[src/inc/drss_defines.svh]
`ifndef DRSS_DEFINES_SVH
`define DRSS_DEFINES_SVH

// Register byte offsets
`define DRSS_OFS_CMD 12'h000
`define DRSS_OFS_DELAY 12'h004
`define DRSS_OFS_STATUS 12'h008

// Command register fields
`define DRSS_CMD_RESET 11'h238
`define DRSS_CMD_WIDTH 11

// Contactor delay in tenths of a second
`define DRSS_DELAY_WIDTH 7
`define DRSS_DELAY_DEFAULT 7'h64
`define DRSS_DELAY_MIN 7'h0A
`define DRSS_DELAY_MAX 7'h64

// Status register fields
`define DRSS_ST_STATE_LSB 0
`define DRSS_ST_STATE_MSB 2
`define DRSS_ST_WIDTH 15

// Timing
`define DRSS_CLK_MHZ 125
`define DRSS_EXEC_US 1000
`define DRSS_TICK_CYCLES (`DRSS_EXEC_US * `DRSS_CLK_MHZ)
`define DRSS_FAN_HOLD_S 60
`define DRSS_FAN_HOLD_TICKS (`DRSS_FAN_HOLD_S * 1000000 / `DRSS_EXEC_US)
`define DRSS_TICKS_PER_TENTH (100000 / `DRSS_EXEC_US)
`define DRSS_TMR_WIDTH 17

`endif

[src/inc/drss_pkg.sv]
package drss_pkg;

    typedef enum logic [2:0] {
        DRSS_START_DISABLED = 3'b000,
        DRSS_START_ENABLED = 3'b001,
        DRSS_RUN_ACCEPTED_FLAG = 3'b010,
        DRSS_READY = 3'b011,
        DRSS_ENABLED = 3'b100,
        DRSS_QHALT_ACTIVE = 3'b101,
        DRSS_FAULT_ACTIVE = 3'b110,
        DRSS_FAULTED = 3'b111
    } drss_state_type;

    // Command register, bit 10 first
    typedef struct packed {
        logic autostart;
        logic clear_faults_on_run_edge;
        logic remote_fault_clear;
        logic dir_invert;
        logic remote_sel;
        logic freewheel_permit;
        logic quick_halt_permit;
        logic power_enable;
        logic jog;
        logic run_rev;
        logic run_fwd;
    } drss_cmd_type;

    // Plant-side inputs
    typedef struct packed {
        logic contactor_closed;
        logic deflux_done;
        logic halt_ramp_done;
        logic coast_done;
        logic stack_trip;
        logic heatsink_hot;
        logic ambient_hot;
        logic load_high;
    } drss_plant_type;

endpackage

[src/rtl/drss_sequencer.sv]
// The APB interface to the registers and the placing of the registers were chosen for this implementation.
`timescale 1ns/100ps
`default_nettype none
`include "drss_defines.svh"

// How it works
// quick-halt permit low ramps speed to zero
// quick-halt latched, no restart before ramp done
// freewheel permit low disables power stage
// freewheel latched, no restart before coast done
// direction invert flips remote setpoint direction
// fault clear rising edge clears latched trips
// optional run rising edge clears trips
// autostart runs at power-up if run present
// drive-ok drops on trip, returns without run
// run accepted waits contactor and deflux
// stack-ready only when drive would run
// reset pulse of one execution cycle entering run or jog
// state code 0 to 7, resets to 0
// direction output shows demanded direction
// fan on while hot, held 60 s after
// run_accepted_flag closes contactor, starts delay timer
// no feedback before timeout raises contactor trip
// status flags all false after reset, except drive-ok which resets true
// commands acted on only when permitted
// forward and reverse together means stop
// contactor feedback reports real closure
// sequencer state and latches update once per execution cycle
module drss_sequencer
#(
    parameter int TICK_CYCLES = `DRSS_TICK_CYCLES,
    parameter int FAN_HOLD_TICKS = `DRSS_FAN_HOLD_TICKS,
    parameter int TICKS_PER_TENTH = `DRSS_TICKS_PER_TENTH
)
(
    input wire logic pclk,
    input wire logic presetn,
    input wire logic psel,
    input wire logic penable,
    input wire logic pwrite,
    input wire logic [11:0] paddr,
    input wire logic [31:0] pwdata,
    output logic [31:0] prdata,
    output logic pready,
    output logic pslverr,
    input wire drss_pkg::drss_plant_type plant,
    output logic contactor_drive,
    output logic stage_enable,
    output logic fast_halt_ramp,
    output logic system_reset_pulse,
    output logic direction_demand_out,
    output logic cooling_fan_request,
    output logic [2:0] seq_state
);
    import drss_pkg::*;

    localparam int TW = `DRSS_TMR_WIDTH;

    function automatic logic [TW-1:0] to_tmr(input int value);
        to_tmr = TW'(value);
    endfunction

    // APB
    logic pready_ff;
    logic pslverr_ff;
    logic [31:0] prdata_ff;
    drss_cmd_type cmd_ff;
    logic [`DRSS_DELAY_WIDTH-1:0] delay_ff;

    wire setup_phase = psel & ~penable;
    wire wr_now = psel & penable & pready_ff & pwrite;
    wire sel_cmd = (paddr == `DRSS_OFS_CMD);
    wire sel_delay = (paddr == `DRSS_OFS_DELAY);
    wire sel_status = (paddr == `DRSS_OFS_STATUS);
    wire mapped = sel_cmd | sel_delay | sel_status;
    wire bad_wr = pwrite & sel_status;
    wire [`DRSS_DELAY_WIDTH-1:0] wr_delay = pwdata[`DRSS_DELAY_WIDTH-1:0];
    // Below one second is not allowed, so writes are clamped
    wire [`DRSS_DELAY_WIDTH-1:0] clamped_delay =
        (wr_delay < `DRSS_DELAY_MIN) ? `DRSS_DELAY_MIN :
        (wr_delay > `DRSS_DELAY_MAX) ? `DRSS_DELAY_MAX : wr_delay;

    // Execution cycle tick
    logic [TW-1:0] tick_cnt_ff;
    logic tick_ff;
    wire tick_wrap = (tick_cnt_ff == to_tmr(TICK_CYCLES - 1));

    // Sequencer state
    drss_state_type state_ff;
    drss_state_type nxt_state;
    logic run_prev_ff;
    logic clr_prev_ff;
    logic first_tick_ff;
    logic qhalt_latch_ff;
    logic coast_latch_ff;
    logic trip_latch_ff;
    logic drive_ok_ff;
    logic jogging_ff;
    logic con_fault_ff;
    logic [TW-1:0] con_tmr_ff;
    logic [TW-1:0] fan_tmr_ff;
    logic sys_rst_ff;
    logic stage_en_ff;
    logic contactor_ff;
    logic halt_ramp_ff;
    logic dir_ff;
    logic fan_ff;
    logic halt_in_progress_flag_ff;
    logic stack_ready_ff;

    wire fwd_only = cmd_ff.run_fwd & ~cmd_ff.run_rev;
    wire rev_only = cmd_ff.run_rev & ~cmd_ff.run_fwd;
    wire run_req = cmd_ff.remote_sel & (fwd_only | rev_only | cmd_ff.jog);
    wire permits_ok = cmd_ff.power_enable & cmd_ff.quick_halt_permit
        & cmd_ff.freewheel_permit & drive_ok_ff & cmd_ff.remote_sel;
    // Edges are against the value seen on the previous execution cycle
    wire run_rise = run_req & ~run_prev_ff;
    wire clr_rise = cmd_ff.remote_fault_clear & ~clr_prev_ff;
    wire fault_clear = clr_rise
        | (cmd_ff.clear_faults_on_run_edge & run_rise);
    wire run_go = run_rise | (cmd_ff.autostart & first_tick_ff & run_req);
    wire con_timeout = (state_ff == DRSS_RUN_ACCEPTED_FLAG) && (con_tmr_ff == '0)
        && !plant.contactor_closed;
    wire tripping = plant.stack_trip | con_timeout;
    wire in_fault = (state_ff == DRSS_FAULT_ACTIVE) || (state_ff == DRSS_FAULTED);
    wire restart_blocked = qhalt_latch_ff | coast_latch_ff | trip_latch_ff;
    wire hot = plant.heatsink_hot | plant.ambient_hot | plant.load_high;
    wire entering_run = (nxt_state == DRSS_ENABLED) && (state_ff != DRSS_ENABLED);
    wire [TW-1:0] con_load = TW'(delay_ff) * to_tmr(TICKS_PER_TENTH);

    always_comb
    begin
        nxt_state = state_ff;
        if (tripping && !in_fault)
        begin
            nxt_state = DRSS_FAULT_ACTIVE;
        end
        else
        begin
            unique case (state_ff)
                DRSS_START_DISABLED:
                    if (permits_ok && !restart_blocked)
                    begin
                        nxt_state = DRSS_START_ENABLED;
                    end
                DRSS_START_ENABLED:
                    if (!permits_ok || restart_blocked)
                    begin
                        nxt_state = DRSS_START_DISABLED;
                    end
                    else if (run_go)
                    begin
                        nxt_state = DRSS_RUN_ACCEPTED_FLAG;
                    end
                DRSS_RUN_ACCEPTED_FLAG:
                    if (!permits_ok || !run_req)
                    begin
                        nxt_state = DRSS_START_DISABLED;
                    end
                    else if (plant.contactor_closed && plant.deflux_done)
                    begin
                        nxt_state = DRSS_READY;
                    end
                DRSS_READY:
                    if (permits_ok && run_req)
                    begin
                        nxt_state = DRSS_ENABLED;
                    end
                    else
                    begin
                        nxt_state = DRSS_START_DISABLED;
                    end
                DRSS_ENABLED:
                    if (!cmd_ff.quick_halt_permit)
                    begin
                        nxt_state = DRSS_QHALT_ACTIVE;
                    end
                    else if (!cmd_ff.freewheel_permit || !cmd_ff.power_enable)
                    begin
                        nxt_state = DRSS_START_DISABLED;
                    end
                    else if (!run_req && plant.halt_ramp_done)
                    begin
                        nxt_state = DRSS_START_DISABLED;
                    end
                DRSS_QHALT_ACTIVE:
                    if (plant.halt_ramp_done)
                    begin
                        nxt_state = DRSS_START_DISABLED;
                    end
                DRSS_FAULT_ACTIVE:
                    nxt_state = DRSS_FAULTED;
                DRSS_FAULTED:
                    if (fault_clear)
                    begin
                        nxt_state = DRSS_START_DISABLED;
                    end
            endcase
        end
    end

    always_ff @(posedge pclk or negedge presetn)
    begin
        if (!presetn)
        begin
            pready_ff <= 1'b0;
            pslverr_ff <= 1'b0;
            prdata_ff <= 32'h0000_0000;
            cmd_ff <= drss_cmd_type'(`DRSS_CMD_RESET);
            delay_ff <= `DRSS_DELAY_DEFAULT;
        end
        else
        begin
            // No wait state: answer is registered in the setup cycle
            pready_ff <= setup_phase;
            pslverr_ff <= setup_phase & (~mapped | bad_wr);
            if (setup_phase)
            begin
                prdata_ff <= 32'h0000_0000;
                if (!pwrite && sel_cmd)
                begin
                    prdata_ff <= 32'(cmd_ff);
                end
                else if (!pwrite && sel_delay)
                begin
                    prdata_ff <= 32'(delay_ff);
                end
                else if (!pwrite && sel_status)
                begin
                    prdata_ff <= 32'({con_fault_ff, fan_ff, dir_ff, contactor_ff,
                        state_ff == DRSS_START_ENABLED, stack_ready_ff,
                        state_ff == DRSS_RUN_ACCEPTED_FLAG, drive_ok_ff, trip_latch_ff,
                        halt_in_progress_flag_ff, jogging_ff, stage_en_ff, state_ff});
                end
            end
            if (wr_now && sel_cmd)
            begin
                cmd_ff <= drss_cmd_type'(pwdata[`DRSS_CMD_WIDTH-1:0]);
            end
            if (wr_now && sel_delay)
            begin
                delay_ff <= clamped_delay;
            end
        end
    end

    always_ff @(posedge pclk or negedge presetn)
    begin
        if (!presetn)
        begin
            tick_cnt_ff <= '0;
            tick_ff <= 1'b0;
        end
        else
        begin
            tick_cnt_ff <= tick_wrap ? '0 : tick_cnt_ff + to_tmr(1);
            tick_ff <= tick_wrap;
        end
    end

    // All sequencer state moves only on the execution tick
    always_ff @(posedge pclk or negedge presetn)
    begin
        if (!presetn)
        begin
            state_ff <= DRSS_START_DISABLED;
            run_prev_ff <= 1'b0;
            clr_prev_ff <= 1'b0;
            first_tick_ff <= 1'b1;
            qhalt_latch_ff <= 1'b0;
            coast_latch_ff <= 1'b0;
            trip_latch_ff <= 1'b0;
            drive_ok_ff <= 1'b1;
            jogging_ff <= 1'b0;
            con_fault_ff <= 1'b0;
            con_tmr_ff <= '0;
            sys_rst_ff <= 1'b0;
        end
        else if (tick_ff)
        begin
            state_ff <= nxt_state;
            run_prev_ff <= run_req;
            clr_prev_ff <= cmd_ff.remote_fault_clear;
            first_tick_ff <= first_tick_ff & (state_ff == DRSS_START_DISABLED);
            sys_rst_ff <= entering_run;
            // Quick halt is held until the ramp has truly reached zero
            if (!cmd_ff.quick_halt_permit && (state_ff == DRSS_ENABLED))
            begin
                qhalt_latch_ff <= 1'b1;
            end
            else if (plant.halt_ramp_done && cmd_ff.quick_halt_permit)
            begin
                qhalt_latch_ff <= 1'b0;
            end
            if (!cmd_ff.freewheel_permit)
            begin
                coast_latch_ff <= 1'b1;
            end
            else if (plant.coast_done)
            begin
                coast_latch_ff <= 1'b0;
            end
            // Set beats clear on the same tick
            if (tripping)
            begin
                trip_latch_ff <= 1'b1;
            end
            else if (fault_clear)
            begin
                trip_latch_ff <= 1'b0;
            end
            if (con_timeout)
            begin
                con_fault_ff <= 1'b1;
            end
            else if (fault_clear)
            begin
                con_fault_ff <= 1'b0;
            end
            if (tripping)
            begin
                drive_ok_ff <= 1'b0;
            end
            else if (!run_req)
            begin
                drive_ok_ff <= 1'b1;
            end
            if (entering_run)
            begin
                jogging_ff <= cmd_ff.jog & ~fwd_only & ~rev_only;
            end
            else if (nxt_state != DRSS_ENABLED)
            begin
                jogging_ff <= 1'b0;
            end
            if (nxt_state == DRSS_RUN_ACCEPTED_FLAG && state_ff != DRSS_RUN_ACCEPTED_FLAG)
            begin
                con_tmr_ff <= con_load;
            end
            else if (con_tmr_ff != '0)
            begin
                con_tmr_ff <= con_tmr_ff - to_tmr(1);
            end
        end
    end

    // Output flops load every clock from the state, the command register and the plant inputs
    always_ff @(posedge pclk or negedge presetn)
    begin
        if (!presetn)
        begin
            stage_en_ff <= 1'b0;
            contactor_ff <= 1'b0;
            halt_ramp_ff <= 1'b0;
            dir_ff <= 1'b0;
            fan_ff <= 1'b0;
            fan_tmr_ff <= '0;
            halt_in_progress_flag_ff <= 1'b0;
            stack_ready_ff <= 1'b0;
        end
        else
        begin
            stage_en_ff <= ((state_ff == DRSS_ENABLED) || (state_ff == DRSS_QHALT_ACTIVE))
                & ~coast_latch_ff & cmd_ff.freewheel_permit & cmd_ff.power_enable;
            contactor_ff <= (state_ff == DRSS_RUN_ACCEPTED_FLAG) || (state_ff == DRSS_READY)
                || (state_ff == DRSS_ENABLED) || (state_ff == DRSS_QHALT_ACTIVE);
            halt_ramp_ff <= (state_ff == DRSS_QHALT_ACTIVE);
            dir_ff <= cmd_ff.dir_invert ^ rev_only;
            halt_in_progress_flag_ff <= (state_ff == DRSS_QHALT_ACTIVE) || coast_latch_ff
                || ((state_ff == DRSS_ENABLED) && !run_req);
            stack_ready_ff <= (state_ff == DRSS_READY);
            if (tick_ff)
            begin
                if (hot)
                begin
                    fan_tmr_ff <= to_tmr(FAN_HOLD_TICKS);
                end
                else if (fan_tmr_ff != '0)
                begin
                    fan_tmr_ff <= fan_tmr_ff - to_tmr(1);
                end
            end
            fan_ff <= hot | (fan_tmr_ff != '0);
        end
    end

    assign prdata = prdata_ff;
    assign pready = pready_ff;
    assign pslverr = pslverr_ff;
    assign contactor_drive = contactor_ff;
    assign stage_enable = stage_en_ff;
    assign fast_halt_ramp = halt_ramp_ff;
    assign system_reset_pulse = sys_rst_ff;
    assign direction_demand_out = dir_ff;
    assign cooling_fan_request = fan_ff;
    assign seq_state = state_ff;

endmodule
`default_nettype wire

[config.mk]
export PLATFORM = sky130hd
export DESIGN_NAME = drss_sequencer
export DESIGN_NICKNAME = d
export VERILOG_FILES = /design/src/inc/drss_pkg.sv /design/src/rtl/drss_sequencer.sv
export VERILOG_INCLUDE_DIRS = /design/src /design/src/inc
export SDC_FILE = /design/constraint.sdc
export NUM_CORES = 1
export LEC_CHECK = 0
export BUFFER_PORTS_ARGS = -buffer_cell sky130_fd_sc_hd__buf_2
export CORE_UTILIZATION = 40
export CTS_BUF_LIST = sky130_fd_sc_hd__clkbuf_4
export DETAILED_ROUTE_END_ITERATION = 6
export PLACE_DENSITY_LB_ADDON = 0.1
export SLEW_MARGIN = 25
export SYNTH_ARGS = -nofsm -noshare
export SYNTH_HDL_FRONTEND = slang
export SYNTH_SLANG_ARGS = --single-unit
[constraint.sdc]
create_clock -name pclk -period 3.85 [get_ports pclk]
set_clock_uncertainty 0.15 [all_clocks]
set_input_delay 0.77 -clock pclk [delete_from_list [all_inputs] [get_ports pclk]]
set_output_delay 0.77 -clock pclk [all_outputs]
set_load 0.1 [all_outputs]
* Word-level counts from Yosys, hierarchy flattened *
Index checks and enable logic that the tools add are counted.

operators by class
  multipliers = 1
  reduce and logical (&&, ||, !) cells = 55
  mux-type cells = 34
  $lt $le $gt $ge = 2
  bitwise operators = 47
  add/subtract/negate cells = 3
  eq/ne operators = 17

operators by type and width
  operator                 number
  $mux W17                 5
  $mux W15                 3
  $mux W3                  12
  $reduce_bool A17 Y1      2
  $sub A17 B1 Y17 const B  2
  $and A1 B1 Y1            24
  $pmux W3 S8              1
  $add A17 B1 Y17 const B  1
  $eq A17 B17 Y1 const B   1
  $logic_and A1 B1 Y1      17
  $logic_not A17 Y1        1
  $reduce_and A2 Y1        8
  $eq A3 B3 Y1 const B     5
  $mux W7                  2
  $or A1 B1 Y1             13
  $eq A12 B3 Y1 const B    1
  $eq A12 B4 Y1 const B    1
  $logic_not A12 Y1        1
  $mul A7 B5 Y12 const B   1
  $reduce_bool A2 Y1       6
  $mux W1                  11
  $logic_or A1 B1 Y1       10
  $eq A3 B2 Y1 const B     3
  $logic_not A1 Y1         9
  other kinds (10)         19

storage, ports and cells
  output and inout port bits = 43
  logic and storage cells = 196
  bits in registers = 124
  input port bits = 57

* Longest topological paths before layout *
  depth in word-level cells = 16
  mapped depth = 12

* Worst setup path before layout *
OpenSTA, ideal clock, no wires.

  kind = register to register
  start point = register delay_ff[2]
  end point = register con_tmr_ff[12]
  buffers on the path = 0
  setup slack = 0.818 ns
  library setup time = 0.134 ns
  stages on the path, launching flop included = 13
  arrival time = 2.748 ns
  path through = dfstp_2 -> ha_1 -> ha_1 -> inv_1 -> fa_1 -> inv_1 -> ha_1 -> a21o_1 -> a21oi_1 -> o21bai_1 -> a21oi_1 -> xor2_1 -> o211ai_1

between the ends
  cells in the longest elaborated chain, start to end = 2

RTL lines
  item                    line                   source
  from (decl)             drss_sequencer.sv:68   logic [`DRSS_DELAY_WIDTH-1:0] delay_ff;
  from (signal assigned)  drss_sequencer.sv:210  delay_ff <= `DRSS_DELAY_DEFAULT;
  from (signal assigned)  drss_sequencer.sv:242  delay_ff <= clamped_delay;
  $mul A7 B5 Y12          drss_sequencer.sv:129  wire [TW-1:0] con_load = TW'(delay_ff) * to_tmr(TICKS_PER_TENTH);
  $mux W17                drss_sequencer.sv:336  if (nxt_state == DRSS_RUN_ACCEPTED_FLAG && state_ff != DRSS_RUN_ACCEPTED_FLAG)
  to (signal assigned)    drss_sequencer.sv:338  con_tmr_ff <= con_load;
  to (signal assigned)    drss_sequencer.sv:342  con_tmr_ff <= con_tmr_ff - to_tmr(1);
  to (decl)               drss_sequencer.sv:100  logic [TW-1:0] con_tmr_ff;

No other way between the ends.
A chain may end at the register's enable or synchronous reset.

* Worst setup path after layout *
Ends and elaborated chain as after synthesis.

==> summary.md <==
| Metric | Value |
|---|---|
| Gr usage total | `19.2%` |
| Tightest Hold Check Type | `input port to asynchronous set/reset pin` |
| Post-synth top flop | `dfrtp_1` |
| Failing checks | `design-rule violations` |
| Crit path max fanout | `5` |
| CP cell instances | `ha_1 -> ha_1 -> inv_1 -> fa_1 -> inv_1 -> ha_1 -> a21o_1 -> a21oi_1 -> o21bai_1 -> a21oi_1 -> xor2_1 -> o211ai_1` |
| WP depth | `12` |
| Most common cell after layout, fill and taps aside | `dfrtp_1` |
| Most frequent cells in the layout | `dfrtp_1, nand2_1, buf_2` |
| R2r setup slk | `0.50 ns` |
| Fin crit share | `87.1%` |
| Syn-to-layout area delta | `9.30%` |
| Area leader, netlist | `dfrtp_1` |
| VDD IR-drop max | `0.163 mV` |
| Root buffer cell | `clkbuf_4` |
| CTS Sinks | `107` |
| I/O Buffers | `61` |
| I/O Pins | `100` |
| Post_cts resized | `0` |
| Critical path class | `flip-flop to flip-flop` |
| DR iter-0 viols | `269` |
| CTS clk-pin slew, worst paths | `0.16 ns` |
| Total grt overflow | `0` |
| Starting Density | `41.4%` |
| Seq/Total Area, Yosys | `44.2%` |
| Final antenna-violating net count | `0` |
| RSZ-0062 raised after global routing | `no` |
| Reg-to-Reg Start | `delay_ff[2]$_DFFE_PN1P_` |
| Final Hold Viols | `0` |
| Max incr delay on CP | `0.62 ns` |
| Post-DP HPWL | `10300 um` |
| Post-synth EDFFs | `0` |
| Clk Latency, worst-skew pair | `0.48 ns` |
| P per Cell Area | `293 nW/um2` |
| Worst R2R Path Depth | `12` |
| CTS Hold Bufs | `0` |
| Setup crit start kind | `flip-flop` |
| Slew HR | `44.3%` |
| Worst r2r dst | `con_tmr_ff[12]$_DFFE_PN0P_` |
| Place WS | `0.524 ns` |
| Number of CTS-inserted buffers | `9` |
| FF+latch count, synth | `107` |
| Number of max-cap violations | `0` |
| Drt first pass iters | `7` |
| FP Rows | `44` |
| Layout cells sized above 1 | `17.5%` |
| Crit path from | `delay_ff[2]$_DFFE_PN1P_` |
| Outcome | `complete, but fails checks` |
| Final nets | `790` |
| Critical path required time | `4.07 ns` |
| Max Clk Rate | `0.298 GHz` |
| Chip height | `125 um` |
| Routed vias | `4873` |
| Die width | `125 um` |
| Final wirelength | `14400 um` |
| Largest cells by area after synthesis | `dfrtp_1, ha_1, nand2_1` |
| Top Family by Delay on Critical Path | `adder cells` |
| Die area | `15700 um2` |
| Multi-input logic area | `3130 um2` |
| P_leak | `3.11 nW` |
| CP bufs+invs | `2` |
| DR WL/cell | `16.2 um` |
| Routability cong. | `0.815` |
| Flip-flop and latch area | `2690 um2` |
| Drt drc | `20` |
| H-tree levels | `3` |
| Yosys warnings | `0` |
| Number of instances in the placed design | `872` |
| Number of global-route vias before repair | `4740` |
| Worst slew pin tran | `0.835 ns` |
| CP endpoint kind | `flip-flop` |
| Antenna violations before repair | `1` |
| Setup WS post-layout | `0.496 ns` |
| Count of pins over their slew limit | `0` |
| Cells after Synth | `646` |
| Crit path to | `con_tmr_ff[12]$_DFFE_PN0P_` |
| Slowest cell on crit path | `dfstp_2` |
| Most used cell, CP | `ha_1` |
| CTS Buffer Depth | `2` |
| Post-CTS Repair Setup Buffers | `0` |
| Post-synth ARST share | `100%` |
| Synth unique cells | `63` |
| FILL cells | `1438` |
| Setup_tns | `0 ns` |
| Min cycle time layout | `3.35 ns` |
| Crit path DAT | `3.57 ns` |
| Largest net degree at the start of global routing | `63` |
| Post-synth top area share | `40.3%` |
| Mapped cell area | `6080 um2` |
| # setup viols final | `0` |
| CTS tree | `built` |
| CORE AREA | `14700 um2` |
| Routed vias/inst | `5.48` |
| Non-filler cells, final | `889` |
| First-pass GRT wire length | `24000 um` |
| Syn Area/Cell | `9.41 um2` |
## state kept, by name (all words and copies together), names as in the netlist, 3 cells and up
name and count:
cmd_ff 11, con_tmr_ff 17, delay_ff 7, fan_tmr_ff 17, prdata 15, seq_state 3
tick_cnt_ff 17
## cell families (layout without fill, tap and decap cells)
kind of cell,count (synthesis),after routing,synth area share (%)
AO/OA/AOI/OAI,138,138,14.0
XOR/XNOR,32,32,4.61
adder cells (fa/ha/maj),34,34,7.24
buffers and inverters,68,110,5.39
flip-flops,107,107,44.2
multiplexers,15,15,2.76
other,1,18,0.0617
AND/OR/NAND/NOR,251,251,21.7
## stage by stage
stage	hold slack [ns]	instance area, um2	utilization (%)	power [mW]
global placement	0.296	6530	44.4	1.45
global route	0.250	6640	45.2	2.03
detailed placement	0.303	6530	44.4	1.45
finish	0.225	6650	45.2	1.95
CTS	0.210	6640	45.2	1.98
floorplan	0.291	6140	-	1.39
## synthesized netlist by cell type, types with 3 or more instances
| cell | count |
|---|---|
| dfrtp_1 | 98 |
| nand2_1 | 73 |
| nor2_1 | 49 |
| o21ai_0 | 44 |
| a21oi_1 | 40 |
| ha_1 | 32 |
| inv_1 | 24 |
| nand3_1 | 22 |
| clkbuf_1 | 19 |
| buf_4 | 17 |
| nor4_1 | 17 |
| xnor2_1 | 17 |
| xor2_1 | 15 |
| mux2_2 | 14 |
| nor3_1 | 14 |
| a221oi_1 | 12 |
| nand4_1 | 12 |
| dfstp_2 | 9 |
| and4_1 | 8 |
| and3_1 | 7 |
| nor3b_1 | 7 |
| and2_1 | 6 |
| buf_2 | 6 |
| a21o_1 | 5 |
| a31oi_1 | 5 |
| nand2b_1 | 5 |
| o31ai_1 | 5 |
| nor2b_1 | 4 |
| nor4b_1 | 4 |
| or4_1 | 4 |
| a22o_1 | 3 |
| nand3b_1 | 3 |
| o21a_1 | 3 |
| o41ai_1 | 3 |
| or3_1 | 3 |
| or3b_2 | 3 |
## how the worst min path moves through the flow
stage | start | end | slack, ns | depth (start not counted)
floorplan | first_tick_ff$_DFFE_PN1P_ | first_tick_ff$_DFFE_PN1P_ | 0.29 | 1
global placement | prdata[11]$_DFFE_PN0P_ | prdata[11]$_DFFE_PN0P_ | 0.30 | 2
detailed placement | first_tick_ff$_DFFE_PN1P_ | first_tick_ff$_DFFE_PN1P_ | 0.30 | 1
CTS | presetn | qhalt_latch_ff$_DFFE_PN0P_ | 0.21 | 1
global route | presetn | prdata[1]$_DFFE_PN0P_ | 0.25 | 1
finish | presetn | prdata[1]$_DFFE_PN0P_ | 0.22 | 1
## report_power, final
part           internal, mW  switching (mW)
clock network         0.131           0.385
logic                0.0397           0.242
registers              1.14         0.00866
## final cells by class
cell class / count / share of cell area (%)
flip-flops and latches: 107 / 40.5
clock inverters: 7 / 0.659
multi-input cells: 487 / 47.2
repair buffers: 70 / 5.84
diodes: 1 / 0.0377
inverters: 24 / 1.36
well taps: 184 / 3.46
clock buffers: 9 / 1.02
## routing by layer
metal  part of all wire, %  vias up  GRT usage [%]
met5                     0        -              0
met4                   1.7        0           6.46
met3                   5.1       17           4.11
met2                    46      130           30.8
met1                    47     2334           25.9
li1                      -     2392              -
Power figures use the tool's default switching activity.
